--- src/verilog/spi_host_pkg.sv ---
// Constants, register map and types of the serial bus host controller
package spi_host_pkg;
  // Timing
  localparam int CLK_NS   = 50;                            // mclk period
  localparam int REQ_NS   = 1000;                          // Least handshake pull time
  localparam int REQ_CYC  = (REQ_NS + CLK_NS - 1) / CLK_NS; // Rounded up
  localparam int EOM_BITS = 10;                            // Quiet bits ending a message
  localparam int BIT_NS   = 128000;                        // Bus bit time
  localparam int SCK_HALF = 4;                             // mclk cycles per half sck
  // Register offsets
  localparam logic [7:0] CTRL_OFS = 8'h00;
  localparam logic [7:0] STAT_OFS = 8'h04;
  localparam logic [7:0] RX_OFS   = 8'h08;
  localparam logic [7:0] SUM_OFS  = 8'h0c;
  localparam logic [7:0] MSG_OFS  = 8'h10;
  localparam logic [7:0] LAST_OFS = 8'h1c;
  // Control fields
  localparam int CTRL_EN     = 0;
  localparam int CTRL_BUF    = 1;
  localparam int CTRL_GO     = 2;
  localparam int CTRL_RESYNC = 3;
  localparam int CTRL_LEN    = 8;
  // Status fields: sticky flags sit from STAT_FLAG upward
  localparam int STAT_BUSY = 0;
  localparam int STAT_HS   = 1;
  localparam int STAT_BBSY = 2;
  localparam int STAT_FLAG = 3;
  localparam int F_DONE    = 0;
  localparam int F_ID      = 1;
  localparam int F_COLL    = 2;
  localparam int F_ABORT   = 3;
  localparam int F_RXV     = 4;
  // Reset values
  localparam logic [2:0] LEN_RST = 3'h0;
  localparam logic [4:0] FLG_RST = 5'h00;

  typedef enum logic [3:0] {
    S_IDLE, S_WAIT_QUIET, S_SWAP, S_REQ, S_WAIT_DONE, S_CHECK, S_WAIT_BUSY, S_EOM
  } state_t;
endpackage : spi_host_pkg

--- src/verilog/shift_if.sv ---
// Link between the host sequencer and its bit shifter
`timescale 1ns/100ps
interface shift_if;
  logic        load;       // Reload shift register
  logic [15:0] load_data;  // Value to reload
  logic        wide;       // 16-bit unit when high, else 8
  logic        lead;       // Leading sck edge: present next bit
  logic        trail;      // Trailing sck edge: take a bit
  logic        din;        // Synchronised incoming bit
  logic        dout;       // Outgoing bit
  logic [15:0] data;       // Collected unit
  logic [4:0]  count;      // Bits taken so far
  logic        done;       // Unit complete
  modport ctl (output load, load_data, wide, lead, trail, din,
               input dout, data, count, done);
  modport sh  (input load, load_data, wide, lead, trail, din,
               output dout, data, count, done);
endinterface : shift_if

--- src/verilog/bit_shifter.sv ---
// Shift register for one 8- or 16-bit unit, first bit out on the leading edge
`timescale 1ns/100ps
module bit_shifter (
  input  wire logic mclk,  // Clock
  input  wire logic rst,   // Async reset, high
  shift_if.sh       sh     // Sequencer side
);
  typedef struct packed {
    logic [15:0] sr;
    logic [4:0]  cnt;
    logic        out;
  } sh_state_t;
  sh_state_t s, n;
  logic [4:0] len;

  // Bits go out LSB first, same order as on the bus
  always_comb begin
    n   = s;
    len = sh.wide ? 5'd16 : 5'd8;
    if (sh.load) begin
      n.sr  = sh.load_data;
      n.cnt = 5'd0;
    end else begin
      if (sh.lead) n.out = s.sr[0];
      if (sh.trail && s.cnt != len) begin
        n.sr  = sh.wide ? {sh.din, s.sr[15:1]} : {8'h00, sh.din, s.sr[7:1]};
        n.cnt = s.cnt + 5'd1;
      end
    end
  end

  always_ff @(posedge mclk or posedge rst) begin
    if (rst) s <= '0;
    else     s <= n;
  end

  assign sh.dout  = s.out;
  assign sh.data  = s.sr;
  assign sh.count = s.cnt;
  assign sh.done  = (s.cnt == len);
endmodule : bit_shifter

--- src/verilog/spi_host.sv ---
// Host controller for the serial bus interface chip, both SPI modes
//
// What this block does
// - Unbuffered: check quiet and handshake, load byte, pull handshake low to send.
// - Echo matches and message ends: keep bus recessive ten bit times.
// - First echo differs: it is an incoming identifier; retry after quiet again.
// - Later echo differs: collision or noise; resend whole message.
// - Host reinitialises its shift port after a framing error; checksums data.
// - Buffered: host is master, clock idles low, data on first edge.
// - Buffered: chip select low only while a transfer runs.
// - Host sees abort by handshake rising or low at swap end.
// - Host swaps two bytes then pulls handshake low; device latches it.
// - Host watches falling quiet line and rising handshake as edges.
// - A transmit request holds handshake low at least one microsecond.
`timescale 1ns/100ps
module spi_host #(
  parameter int EOM_CYC =
    spi_host_pkg::EOM_BITS * spi_host_pkg::BIT_NS / spi_host_pkg::CLK_NS
) (
  input  wire logic        mclk,             // Clock, 20 MHz
  input  wire logic        rst,              // Async reset, high
  input  wire logic        psel,             // APB select
  input  wire logic        penable,          // APB enable
  input  wire logic        pwrite,           // APB direction
  input  wire logic [7:0]  paddr,            // APB byte address
  input  wire logic [31:0] pwdata,           // APB write data
  output logic      [31:0] prdata,           // APB read data
  output logic             pready,           // APB ready
  output logic             pslverr,          // APB error
  input  wire logic        sck_i,            // Serial clock from device
  output logic             sck_o,            // Serial clock to device
  output logic             sck_oe,           // Host drives serial clock
  input  wire logic        hs_i,             // Handshake line level
  output logic             hs_o,             // Handshake drive value
  output logic             hs_oe,            // Handshake pulled low
  input  wire logic        bus_busy_i,       // Bus-quiet line, low when quiet
  output logic             bus_transmit_pin, // Data to device
  input  wire logic        bus_receive_pin,  // Data from device
  output logic             cs_n,             // Device chip select, low
  output logic             mode_o            // Mode select, low = buffered
);
  localparam int REQ_CYC_I = spi_host_pkg::REQ_CYC;

  typedef struct packed {
    spi_host_pkg::state_t st;
    logic                 en;
    logic                 buf_m;
    logic [2:0]           len;
    logic [3:0][15:0]     msg;
    logic [2:0]           idx;
    logic [15:0]          rx;
    logic [15:0]          sent;
    logic [7:0]           sum;
    logic [4:0]           flags;
    logic                 own;
    logic                 tx;
    logic                 echo;
    logic                 lost;
    logic [15:0]          cnt;
    logic                 sck;
    logic                 cs_n;
    logic                 mode;
    logic                 pull;
    logic [4:0]           hold;
    logic                 sck_p;
    logic                 hs_p;
    logic                 busy_p;
    logic [31:0]          prdata;
    logic                 pready;
    logic                 pslverr;
  } host_state_t;
  host_state_t s, n;

  logic [3:0]  pins_s;
  logic        sck_s, hs_s, busy_s, din_s;
  logic        acc, wr, go, resync, last;
  logic [15:0] nxt;
  logic [31:0] rd;

  shift_if sh ();

  // Pins from the device cross into mclk here
  sync2 #(.W(4)) u_sync (
    .mclk (mclk),
    .rst  (rst),
    .d    ({sck_i, hs_i, bus_busy_i, bus_receive_pin}),
    .q    (pins_s)
  );
  assign {sck_s, hs_s, busy_s, din_s} = pins_s;

  bit_shifter u_shift (
    .mclk (mclk),
    .rst  (rst),
    .sh   (sh)
  );

  // Unit idx of the message: a byte unbuffered, a word buffered
  function automatic logic [15:0] unit_of(input logic [3:0][15:0] m,
                                          input logic bm, input logic [2:0] i);
    if (bm) unit_of = m[i[1:0]];
    else    unit_of = {8'h00, m[i[2:1]][{i[0], 3'b000} +: 8]};
  endfunction : unit_of

  // Register read value
  always_comb begin
    rd = 32'h0000_0000;
    unique case (paddr)
      spi_host_pkg::CTRL_OFS: begin
        rd[spi_host_pkg::CTRL_EN]                     = s.en;
        rd[spi_host_pkg::CTRL_BUF]                    = s.buf_m;
        rd[spi_host_pkg::CTRL_LEN +: 3]               = s.len;
      end
      spi_host_pkg::STAT_OFS: begin
        rd[spi_host_pkg::STAT_BUSY]                   = (s.st != spi_host_pkg::S_IDLE);
        rd[spi_host_pkg::STAT_HS]                     = hs_s;
        rd[spi_host_pkg::STAT_BBSY]                   = busy_s;
        rd[spi_host_pkg::STAT_FLAG +: 5]              = s.flags;
      end
      spi_host_pkg::RX_OFS:  rd[15:0] = s.rx;
      spi_host_pkg::SUM_OFS: rd[7:0]  = s.sum;
      default: begin
        // Unmapped and unaligned addresses read zero
        if (paddr >= spi_host_pkg::MSG_OFS && paddr <= spi_host_pkg::LAST_OFS &&
            paddr[1:0] == 2'b00) rd[15:0] = s.msg[paddr[3:2]];
      end
    endcase
  end

  always_comb begin
    n            = s;
    sh.load      = 1'b0;
    sh.load_data = 16'h0000;
    sh.wide      = s.buf_m;
    sh.din       = din_s;
    // Unbuffered: the device makes the clock and we follow its edges
    sh.lead      = !s.buf_m && sck_s && !s.sck_p;
    sh.trail     = !s.buf_m && !sck_s && s.sck_p;
    n.sck_p      = sck_s;
    n.hs_p       = hs_s;
    n.busy_p     = busy_s;
    n.hold       = s.pull ? s.hold + 5'd1 : 5'd0;
    last         = (s.idx == s.len);
    nxt          = last ? 16'h0000 : unit_of(s.msg, s.buf_m, s.idx + 3'd1);

    // APB slave: answer one cycle after setup, registers change at access end
    acc       = psel && penable && s.pready;
    wr        = acc && pwrite;
    n.pready  = psel && !penable;
    n.pslverr = psel && !penable && (paddr[1:0] != 2'b00 || paddr > spi_host_pkg::LAST_OFS);
    n.prdata  = (psel && !penable) ? rd : 32'h0000_0000;
    go        = 1'b0;
    resync    = 1'b0;
    if (wr && paddr == spi_host_pkg::CTRL_OFS) begin
      n.en    = pwdata[spi_host_pkg::CTRL_EN];
      n.buf_m = pwdata[spi_host_pkg::CTRL_BUF];
      n.len   = pwdata[spi_host_pkg::CTRL_LEN +: 3];
      go      = pwdata[spi_host_pkg::CTRL_GO];
      resync  = pwdata[spi_host_pkg::CTRL_RESYNC];
    end
    if (wr && paddr == spi_host_pkg::STAT_OFS)
      n.flags = s.flags & ~pwdata[spi_host_pkg::STAT_FLAG +: 5];
    if (wr && paddr == spi_host_pkg::SUM_OFS) n.sum = 8'h00;
    if (wr && paddr >= spi_host_pkg::MSG_OFS && paddr <= spi_host_pkg::LAST_OFS &&
        paddr[1:0] == 2'b00)
      n.msg[paddr[3:2]] = pwdata[15:0];

    // Edges of the handshake and quiet lines drive the sequence
    if (!hs_s) n.own = 1'b0;

    // Unbuffered bytes from other nodes outside our own send
    if (!s.buf_m && sh.done && (s.st == spi_host_pkg::S_IDLE ||
        s.st == spi_host_pkg::S_WAIT_QUIET || s.st == spi_host_pkg::S_WAIT_BUSY ||
        s.st == spi_host_pkg::S_EOM)) begin
      n.rx                       = sh.data;
      n.sum                      = n.sum + sh.data[7:0];
      n.flags[spi_host_pkg::F_RXV] = 1'b1;
      sh.load                    = 1'b1;
    end
    // Handshake rose with a part byte: framing trouble, start the shifter afresh
    if (!s.buf_m && hs_s && !s.hs_p && sh.count != 5'd0 && !sh.done)
      sh.load = 1'b1;

    unique case (s.st)
      spi_host_pkg::S_IDLE: begin
        if (go && s.en) begin
          n.idx = 3'd0;
          n.tx  = 1'b1;
          n.st  = spi_host_pkg::S_WAIT_QUIET;
        end else if (s.en && s.buf_m && hs_s && !s.own && !s.pull) begin
          // Buffer handed to us: unload it, send nothing
          n.tx    = 1'b0;
          n.echo  = 1'b0;
          n.lost  = 1'b0;
          n.cnt   = 16'h0000;
          sh.load = 1'b1;
          n.st    = spi_host_pkg::S_SWAP;
        end
      end
      spi_host_pkg::S_WAIT_QUIET: begin
        if (!busy_s && hs_s) begin
          n.sent       = unit_of(s.msg, s.buf_m, s.idx);
          sh.load      = 1'b1;
          sh.load_data = unit_of(s.msg, s.buf_m, s.idx);
          n.cnt        = 16'h0000;
          n.echo       = 1'b0;
          n.lost       = 1'b0;
          n.st         = s.buf_m ? spi_host_pkg::S_SWAP : spi_host_pkg::S_REQ;
        end
      end
      spi_host_pkg::S_SWAP: begin
        // Host makes sck: low idle, data out on rise, taken on fall
        if (hs_s && !s.hs_p) n.lost = 1'b1;
        if (sh.done && !s.sck) begin
          if (!hs_s || s.lost) begin
            n.flags[spi_host_pkg::F_ABORT] = 1'b1;
            n.idx = 3'd0;
            n.st  = s.tx ? spi_host_pkg::S_WAIT_QUIET : spi_host_pkg::S_IDLE;
          end else begin
            n.own = 1'b1;
            n.rx  = sh.data;
            n.cnt = 16'h0000;
            if (!s.echo && !s.own) begin
              n.flags[spi_host_pkg::F_RXV] = 1'b1;
              n.sum = n.sum + sh.data[7:0] + sh.data[15:8];
            end
            if (!s.tx)       n.st = spi_host_pkg::S_IDLE;
            else if (s.echo) n.st = spi_host_pkg::S_CHECK;
            else             n.st = spi_host_pkg::S_REQ;
          end
        end else if (s.cnt == 16'(spi_host_pkg::SCK_HALF - 1)) begin
          n.cnt    = 16'h0000;
          n.sck    = !s.sck;
          sh.lead  = !s.sck;
          sh.trail = s.sck;
        end else begin
          n.cnt = s.cnt + 16'h0001;
        end
      end
      spi_host_pkg::S_REQ: begin
        // Pull the handshake long enough for the device to see it
        n.pull = 1'b1;
        n.cnt  = s.cnt + 16'h0001;
        if (s.cnt == 16'(REQ_CYC_I)) begin
          n.pull = 1'b0;
          n.st   = spi_host_pkg::S_WAIT_DONE;
        end
      end
      spi_host_pkg::S_WAIT_DONE: begin
        // Device holds handshake low until the unit is on the bus
        if (hs_s && (s.buf_m || sh.done)) begin
          if (s.buf_m) begin
            n.echo       = 1'b1;
            n.lost       = 1'b0;
            n.cnt        = 16'h0000;
            sh.load      = 1'b1;
            sh.load_data = nxt;
            n.st         = spi_host_pkg::S_SWAP;
          end else begin
            n.rx    = sh.data;
            sh.load = 1'b1;  // Echo used here, so idle states never take it as foreign
            n.st    = spi_host_pkg::S_CHECK;
          end
        end
      end
      spi_host_pkg::S_CHECK: begin
        n.cnt = 16'h0000;
        if (s.rx == s.sent) begin
          if (last) begin
            n.st = spi_host_pkg::S_EOM;
          end else begin
            n.idx  = s.idx + 3'd1;
            n.sent = nxt;
            if (!s.buf_m) begin
              sh.load      = 1'b1;
              sh.load_data = nxt;
            end
            n.st = spi_host_pkg::S_REQ;
          end
        end else if (s.idx == 3'd0) begin
          n.flags[spi_host_pkg::F_ID]  = 1'b1;
          n.flags[spi_host_pkg::F_RXV] = 1'b1;
          n.st = spi_host_pkg::S_WAIT_BUSY;
        end else begin
          n.flags[spi_host_pkg::F_COLL] = 1'b1;
          n.idx = 3'd0;
          n.st  = spi_host_pkg::S_WAIT_QUIET;
        end
      end
      spi_host_pkg::S_WAIT_BUSY: begin
        // Retry only once the foreign message has ended
        if (!busy_s && s.busy_p) n.st = spi_host_pkg::S_WAIT_QUIET;
      end
      spi_host_pkg::S_EOM: begin
        // Bus left recessive: no request for the whole quiet time
        n.cnt = s.cnt + 16'h0001;
        if (s.cnt == 16'(EOM_CYC - 1)) begin
          n.flags[spi_host_pkg::F_DONE] = 1'b1;
          n.tx = 1'b0;
          n.st = spi_host_pkg::S_IDLE;
        end
      end
    endcase

    // Software resync drops the shift port back to its start
    if (resync) begin
      sh.load = 1'b1;
      n.pull  = 1'b0;
      n.sck   = 1'b0;
      n.tx    = 1'b0;
      n.st    = spi_host_pkg::S_IDLE;
    end
    n.cs_n = n.buf_m ? (n.st != spi_host_pkg::S_SWAP) : 1'b0;
    n.mode = ~n.buf_m;
  end

  always_ff @(posedge mclk or posedge rst) begin
    if (rst) begin
      s       <= '0;
      s.st    <= spi_host_pkg::S_IDLE;
      s.len   <= spi_host_pkg::LEN_RST;
      s.flags <= spi_host_pkg::FLG_RST;
      s.mode  <= 1'b1;
    end else begin
      s <= n;
    end
  end

  assign prdata           = s.prdata;
  assign pready           = s.pready;
  assign pslverr          = s.pslverr;
  assign sck_o            = s.sck;
  assign sck_oe           = s.buf_m;
  assign hs_o             = 1'b0;      // Line is only ever pulled low
  assign hs_oe            = s.pull;
  assign bus_transmit_pin = sh.dout;
  assign cs_n             = s.cs_n;
  assign mode_o           = s.mode;
endmodule : spi_host

--- src/verilog/sync2.sv ---
// Two-flop synchroniser for a group of pins
`timescale 1ns/100ps
module sync2 #(
  parameter int W = 1
) (
  input  wire logic         mclk,  // Clock
  input  wire logic         rst,   // Async reset, high
  input  wire logic [W-1:0] d,     // Asynchronous inputs
  output logic      [W-1:0] q      // Synchronised outputs
);
  typedef struct packed {
    logic [W-1:0] s1;
    logic [W-1:0] s2;
  } sync_state_t;
  sync_state_t s, n;

  // First stage feeds only the second
  always_comb begin
    n    = s;
    n.s1 = d;
    n.s2 = s.s1;
  end

  always_ff @(posedge mclk or posedge rst) begin
    if (rst) s <= '0;
    else     s <= n;
  end

  assign q = s.s2;
endmodule : sync2
--- config.mk ---
export PLATFORM = sky130hd
export DESIGN_NAME = spi_host
export DESIGN_NICKNAME = d
export VERILOG_FILES = /design/src/verilog/spi_host_pkg.sv /design/src/verilog/shift_if.sv /design/src/verilog/bit_shifter.sv /design/src/verilog/spi_host.sv /design/src/verilog/sync2.sv
export SDC_FILE = /design/constraint.sdc
export NUM_CORES = 1
export LEC_CHECK = 0
export ABC_AREA = 1
export BUFFER_PORTS_ARGS = -buffer_cell sky130_fd_sc_hd__buf_4
export CAP_MARGIN = 0
export CORE_UTILIZATION = 50
export CTS_CLUSTER_SIZE = 16
export DETAILED_ROUTE_END_ITERATION = 12
export PLACE_DENSITY = 0.74
export SETUP_SLACK_MARGIN = 0.3
export SLEW_MARGIN = 20
export SYNTH_ARGS = -nofsm -noshare
export SYNTH_HDL_FRONTEND = slang
export SYNTH_SLANG_ARGS = --single-unit
--- constraint.sdc ---
create_clock -name mclk -period 8.1 [get_ports mclk]
set_input_delay 0.405 -clock mclk [delete_from_list [all_inputs] [get_ports mclk]]
set_output_delay 0.405 -clock mclk [all_outputs]
set_load 0.01 [all_outputs]
# After elaboration in Yosys (flattened, before gate mapping)
# Index checks and enable logic that the tools add are counted.
op_classes:
  n_addsub: 6
  n_lt_le_gt_ge: 9
  eq_ne: 35
  shifts: 2
  mux: 134
  bitwise: 4
  reduce_logical: 82
op_table:
  columns: ["operator", "count"]
  rows:
  - ["$mux 16", 28]
  - ["$bmux 16 s2", 5]
  - ["$pmux 16 s6", 1]
  - ["$mux 18", 4]
  - ["$bwmux 64", 1]
  - ["$pmux 16 s2", 2]
  - ["$pmux 16 s3", 1]
  - ["$mux 1", 44]
  - ["$mux 4", 11]
  - ["$mux 21", 2]
  - ["$mux 19", 2]
  - ["$logic_and 1x1->1", 36]
  - ["$mux 3", 11]
  - ["$demux 16 s2", 1]
  - ["$pmux 4 s8", 1]
  - ["$shiftx 16x5->8", 2]
  - ["$mux 9", 3]
  - ["$add 8x8->8", 3]
  - ["$pmux 6 s4", 1]
  - ["$ne 2x2->1 const B", 9]
  - ["$pmux 3 s3", 2]
  - ["$add 16x1->16 const B", 1]
  - ["$eq 16x15->1 const B", 1]
  - ["$eq 16x16->1", 1]
  - ["51 further kinds", 99]
totals:
  register_bits: 196
  input_bits: 49
  output_inout_bits: 41

# Longest topological paths before layout
logic_depth:
  depth_word: 14
  depth_mapped: 30
  mapped_depth_nobuf: 30

# By module
# Synthesis repeated with hierarchy kept, for this count alone.
hier_totals:
  hier_cells: 1902
  area_unflattened_um2: 13549.2
by_module_without_submodules:
  columns: ["mod", "n_inst", "cells_per_inst", "area_per_inst_um2", "seq_area_each_um2"]
  rows:
  - ["spi_host", 1, 1721, 12019.0, 4155.2]
  - ["bit_shifter", 1, 172, 1326.3, 550.5]
  - ["sync2", 1, 9, 203.9, 200.2]

# Least setup slack after synthesis
# OpenSTA, ideal clock, no wires.
synth_path:
  path_kind: "input port to flip-flop"
  startpoint: "input port penable"
  endpoint: "register s[78] (netlist bit)"
  arrival_ns: 3.582
  required_ns: 7.982
  path_slack_ns: 4.400
  path_stages: 23
  n_path_buf: 0
  path_cell_list: "nand2_1 nor2_2 nand3_2 nand2_1 inv_1 ha_1 inv_1 fa_1 nand2_1 o21ai_0 fa_1 inv_1 ha_1 inv_1 fa_1 nor3_1 o21ai_0 nand3_1 nand2_1 nand2_1 inv_1 nand4_1 nand2_1"
synth_rtl:
  columns: ["element", "line_no", "source"]
  rows:
  - ["start: declaration", "spi_host.sv:23", "input wire logic penable,"]
  - ["end signal: assignment", "spi_host.sv:324", "s <= n;"]
  - ["end: declaration", "spi_host.sv:72", "host_state_t s, n;"]

==> flow_results.org <==
** Global route
- Maximum number of pins on one net before global-route repair :: 121
- The first global-routing pass estimated 68700 um of wire.
- The via count of the first global-routing pass is 12642.
- Number of antenna violations at the first check in global routing :: 0
- Summed over all layers, the global routing overflow is 0.
- In the global route stage, overall resource usage came out at 0.315.

** Die
- Die area :: 28100 um^2
- Count of standard-cell rows :: 60
- 90 I/O pins were placed.
- The core region is 26900 um^2.
- For this configuration, the core starts out at a cell density of 0.510.
- The floorplan step set the die height to 168 um.
- In this run the horizontal extent of the chip is 168 um.

** Synth
- Yosys top cell area share :: 0.356
- For this run, the leading register cell type out of synthesis is sky130_fd_sc_hd__dfrtp_1.
- Number of synthesized register bits :: 196
- By area the synthesized netlist is led by sky130_fd_sc_hd__dfrtp_1 36%, sky130_fd_sc_hd__nand2_1 12%, sky130_fd_sc_hd__o21ai_0 8.7%.
- Cell count after synthesis :: 1946
- Number of synthesized flops with an enable pin :: 0
- Synth unique cells :: 60
- The share of the Yosys chip area taken by registers is 0.358.
- Yosys printed 0 warnings.
- For this run, asynchronously set or reset flops after synthesis account for 1.00.
- A synthesized cell averages 7.04 um^2.
- Summed instance area of the synthesized netlist :: 13700 um^2
- sky130_fd_sc_hd__dfrtp_1 takes more of the synthesized area than any other cell.

** Clock network
- Hold_buf cts :: 0
- Cells resized by post-CTS repair :: 0
- Clock tree from TritonCTS :: done
- After clock tree synthesis, the clock-pin slew on the worst setup and hold paths is 0.08 ns.
- CTS buffer count :: 17
- Setup fix buffers added after clock tree synthesis :: 0
- The H-tree generated during clock tree synthesis spans 4 levels.
- The clock drives 196 sinks.
- In this run the deepest clock path goes through 2 buffers.
- At the later pin of the worst-skew pair, clock insertion delay measures 0.45 ns.
- Clock tree synthesis selected as its root buffer the cell sky130_fd_sc_hd__clkbuf_16.

** Placement
- The number of placed instances, taps included, is 2254.
- Final GP Congestion :: 0.999
- Detailed placement ended at an HPWL of 31200 um.
- Placed inst area :: 14100 um^2
- Number of port buffers :: 56

** Timing
- Share of the clock period used by the worst path :: 0.537
- Setup violations remaining at the end of the flow were counted as 0.
- The count of pins over their slew limit was 0.
- Final hold vios :: 0
- For the pin with the worst max-slew slack, the measured transition is 0.973 ns.
- Fmax :: 230 MHz
- Worst max-slew margin expressed relative to the limit :: 0.335
- On the final layout, the worst clock skew is 0.0155 ns.
- Setup repair after global routing left no endpoint under its margin.
- Tmin final :: 4.35 ns
- Setup tns final :: 0 ns

** Layout
- In the final layout, the multi-input gates occupy 7210 um^2.
- After routing the design area is 14700 um^2.
- Of the cells placed in the final design, the portion with a size suffix greater than 1 is 0.0916.
- Net total in the final layout :: 2007
- Compared with the post-synthesis result, the final layout area differs by 7.19%.
- Area taken by flip-flops and latches :: 4910 um^2
- Total inserted antenna cells :: 0
- After filler insertion, the fill cell instance count of the layout stands at 2555.
- The finished layout holds 2285 standard cells, fillers aside.

** Worst hold path
- Path class of the lowest-slack min-delay path :: input port to flip-flop

** Power
- Fraction of power spent switching nets :: 0.416
- Clock network power share :: 0.258
- Internal power :: 2.01 mW
- Switching power total :: 1.43 mW
- Worst VDD drop :: 0.000184 V
- The share of total power dissipated in sequential elements is 0.367.
- For this design the ratio of total power to cell area is 234 nW/um^2.
- The share of total power dissipated in combinational logic is 0.375.
- Leakage component of the power :: 6.69 nW

** Critical path
- The largest single stage delay on the critical path is 0.49 ns.
- Maximum fanout along the worst path :: 10
- Data arrives at the worst endpoint at 4.73 ns.
- Startpoint kind of the worst setup timing path :: flip-flop
- Worst setup EP type :: flip-flop
- At the worst endpoint, the required time is 8.48 ns.
- Worst path slowest cell :: sky130_fd_sc_hd__fa_1
- The cell that appears most often on the critical path is sky130_fd_sc_hd__nand2_1.
- Worst setup path class :: flip-flop to flip-flop

** Flow run
- Across the run, the number of max-cap violations was 0.

** Route
- Number of vias in the routed layout :: 13663
- DRC violations left :: 0
- Number of iterations in the first detailed-routing pass :: 6
- After detailed routing, the number of vias per cell comes to 5.98.
- In this run the remaining antenna-violating nets after routing total 0.
- Final wirelength :: 43300 um
- In this run, the number of DRC markers left after iteration 0 of detailed routing was 1981.
- Dividing the detail-routed wire length by the instance count gives 18.9 um.

** Outcome
- Result of the run :: completed
## cell type report
cell class                 instances  area share
clock buffer                      20      0.0318
clock inverter                    11     0.00903
inverter                         261      0.0678
multi-input combinational       1384       0.491
sequential                       196       0.334
tap                              341      0.0291
timing repair buffer              72      0.0371
## final timing paths
check / from / to / slack (ns) / depth (start not counted)
worst max-delay path: pready / s[78] / 3.75 / 28
worst min-delay path: hs_i / u_sync.n[2] / 0.06 / 1
worst max register to register: pready / s[78] / 3.75 / 28
worst min register to register: u_sync.n[3] / u_sync.q[3] / 0.35 / 0
max in group asynchronous: rst / s[82] / 6.72 / 3
min in group asynchronous: rst / s[117] / 0.12 / 2
## cell families (layout without fill, tap and decap cells)
logic type,count (synthesis),count (layout),synth area share
AND/OR/NAND/NOR,792,792,0.251
AO/OA/AOI/OAI,526,526,0.225
buffers and inverters,382,364,0.121
flip-flops,196,196,0.358
adder cells (fa/ha/maj),26,26,0.0287
XOR/XNOR,22,22,0.0154
other,1,17,0.000274
multiplexers,1,1,0.000731
## cell usage after synthesis (all sizes together) (2+ instances only)
cell type and instances:
a2111oi 5, a211oi 19, a21oi 111, a221oi 10, a22oi 24, a31oi 18
a32oi 6, buf 58, clkbuf 63, clkinv 7, dfrtp 195, fa 9
ha 17, inv 254, nand2 463, nand3 102, nand3b 4, nand4 20
nor2 167, nor3 29, nor3b 4, nor4 2, o2111ai 11, o211ai 30
o21ai 254, o221ai 15, o22ai 12, o311ai 3, o31ai 4, xnor2 9
xor2 13
## per-stage QoR
stage	util	power, mW	hold WS, ns	setup slack [ns]
finish	0.546	3.44	0.0564	3.75
CTS	0.546	3.43	0.0506	3.76
global placement	0.523	2.50	0.334	3.74
floorplan	-	2.26	0.331	2.36
detailed placement	0.524	2.54	0.336	3.66
global route	0.546	3.68	0.0427	3.19
## routing by layer
metal	vias to the layer above	GRT usage	routed length [um]
met5	-	0	0
met4	0	0.170	2170
met3	134	0.0581	4530
met2	799	0.461	18400
li1	6423	-	-
met1	6307	0.439	18100
## placed cells by master (no fill, tap or decap), types with 11 or more instances in the layout
master                      netlist  layout
sky130_fd_sc_hd__o211ai_1        30      30
sky130_fd_sc_hd__dfrtp_1        195     194
sky130_fd_sc_hd__a22oi_1         24      24
sky130_fd_sc_hd__a21oi_1        109     109
sky130_fd_sc_hd__ha_1            17      17
sky130_fd_sc_hd__o221ai_1        15      15
sky130_fd_sc_hd__o21ai_1         15      15
sky130_fd_sc_hd__xor2_1          13      13
sky130_fd_sc_hd__o2111ai_1       11      11
sky130_fd_sc_hd__clkbuf_16        0      17
sky130_fd_sc_hd__nor2_1         148     148
sky130_fd_sc_hd__o21ai_0        239     239
sky130_fd_sc_hd__a211oi_1        19      19
sky130_fd_sc_hd__nand2_1        452     452
sky130_fd_sc_hd__inv_1          234     233
sky130_fd_sc_hd__nor3_1          24      24
sky130_fd_sc_hd__nand4_1         20      20
sky130_fd_sc_hd__a31oi_1         18      18
sky130_fd_sc_hd__buf_4           37      71
sky130_fd_sc_hd__nand3_1         97      95
sky130_fd_sc_hd__o22ai_1         12      12
sky130_fd_sc_hd__conb_1           1      17
sky130_fd_sc_hd__inv_2           18      18
sky130_fd_sc_hd__nor2_2          12      12
## state kept, by name, indices dropped and copies added (netlist names)
signal	cells
u_shift.sh.count	5
u_shift.sh.data	16
hs_oe	1
sck_oe	1
s	143
u_sync.q	4
u_sync.n	4
mode_o	1
u_shift.sh.dout	1
pready	1
prdata	16
cs_n	1
sck_o	1
pslverr	1
## power by group through the flow
stage | Clock, mW | Combinational, mW | Sequential, mW
after global placement | 0 | 1.23 | 1.27
after detailed placement | 0 | 1.27 | 1.27
after floorplan | 0 | 1.03 | 1.23
final | 0.885 | 1.29 | 1.26
after CTS | 0.897 | 1.27 | 1.26
after global routing | 0.937 | 1.47 | 1.28
## critical path, delay by kind of cell (launching register included)
kind	cells	cell delay [ns]
simple gates	19	1.95
buf+inv	3	0.36
fa+ha+maj	3	1.10
compound gates	3	0.53
flops	1	0.35
Note: power is estimated with default switching activity, not from simulation.
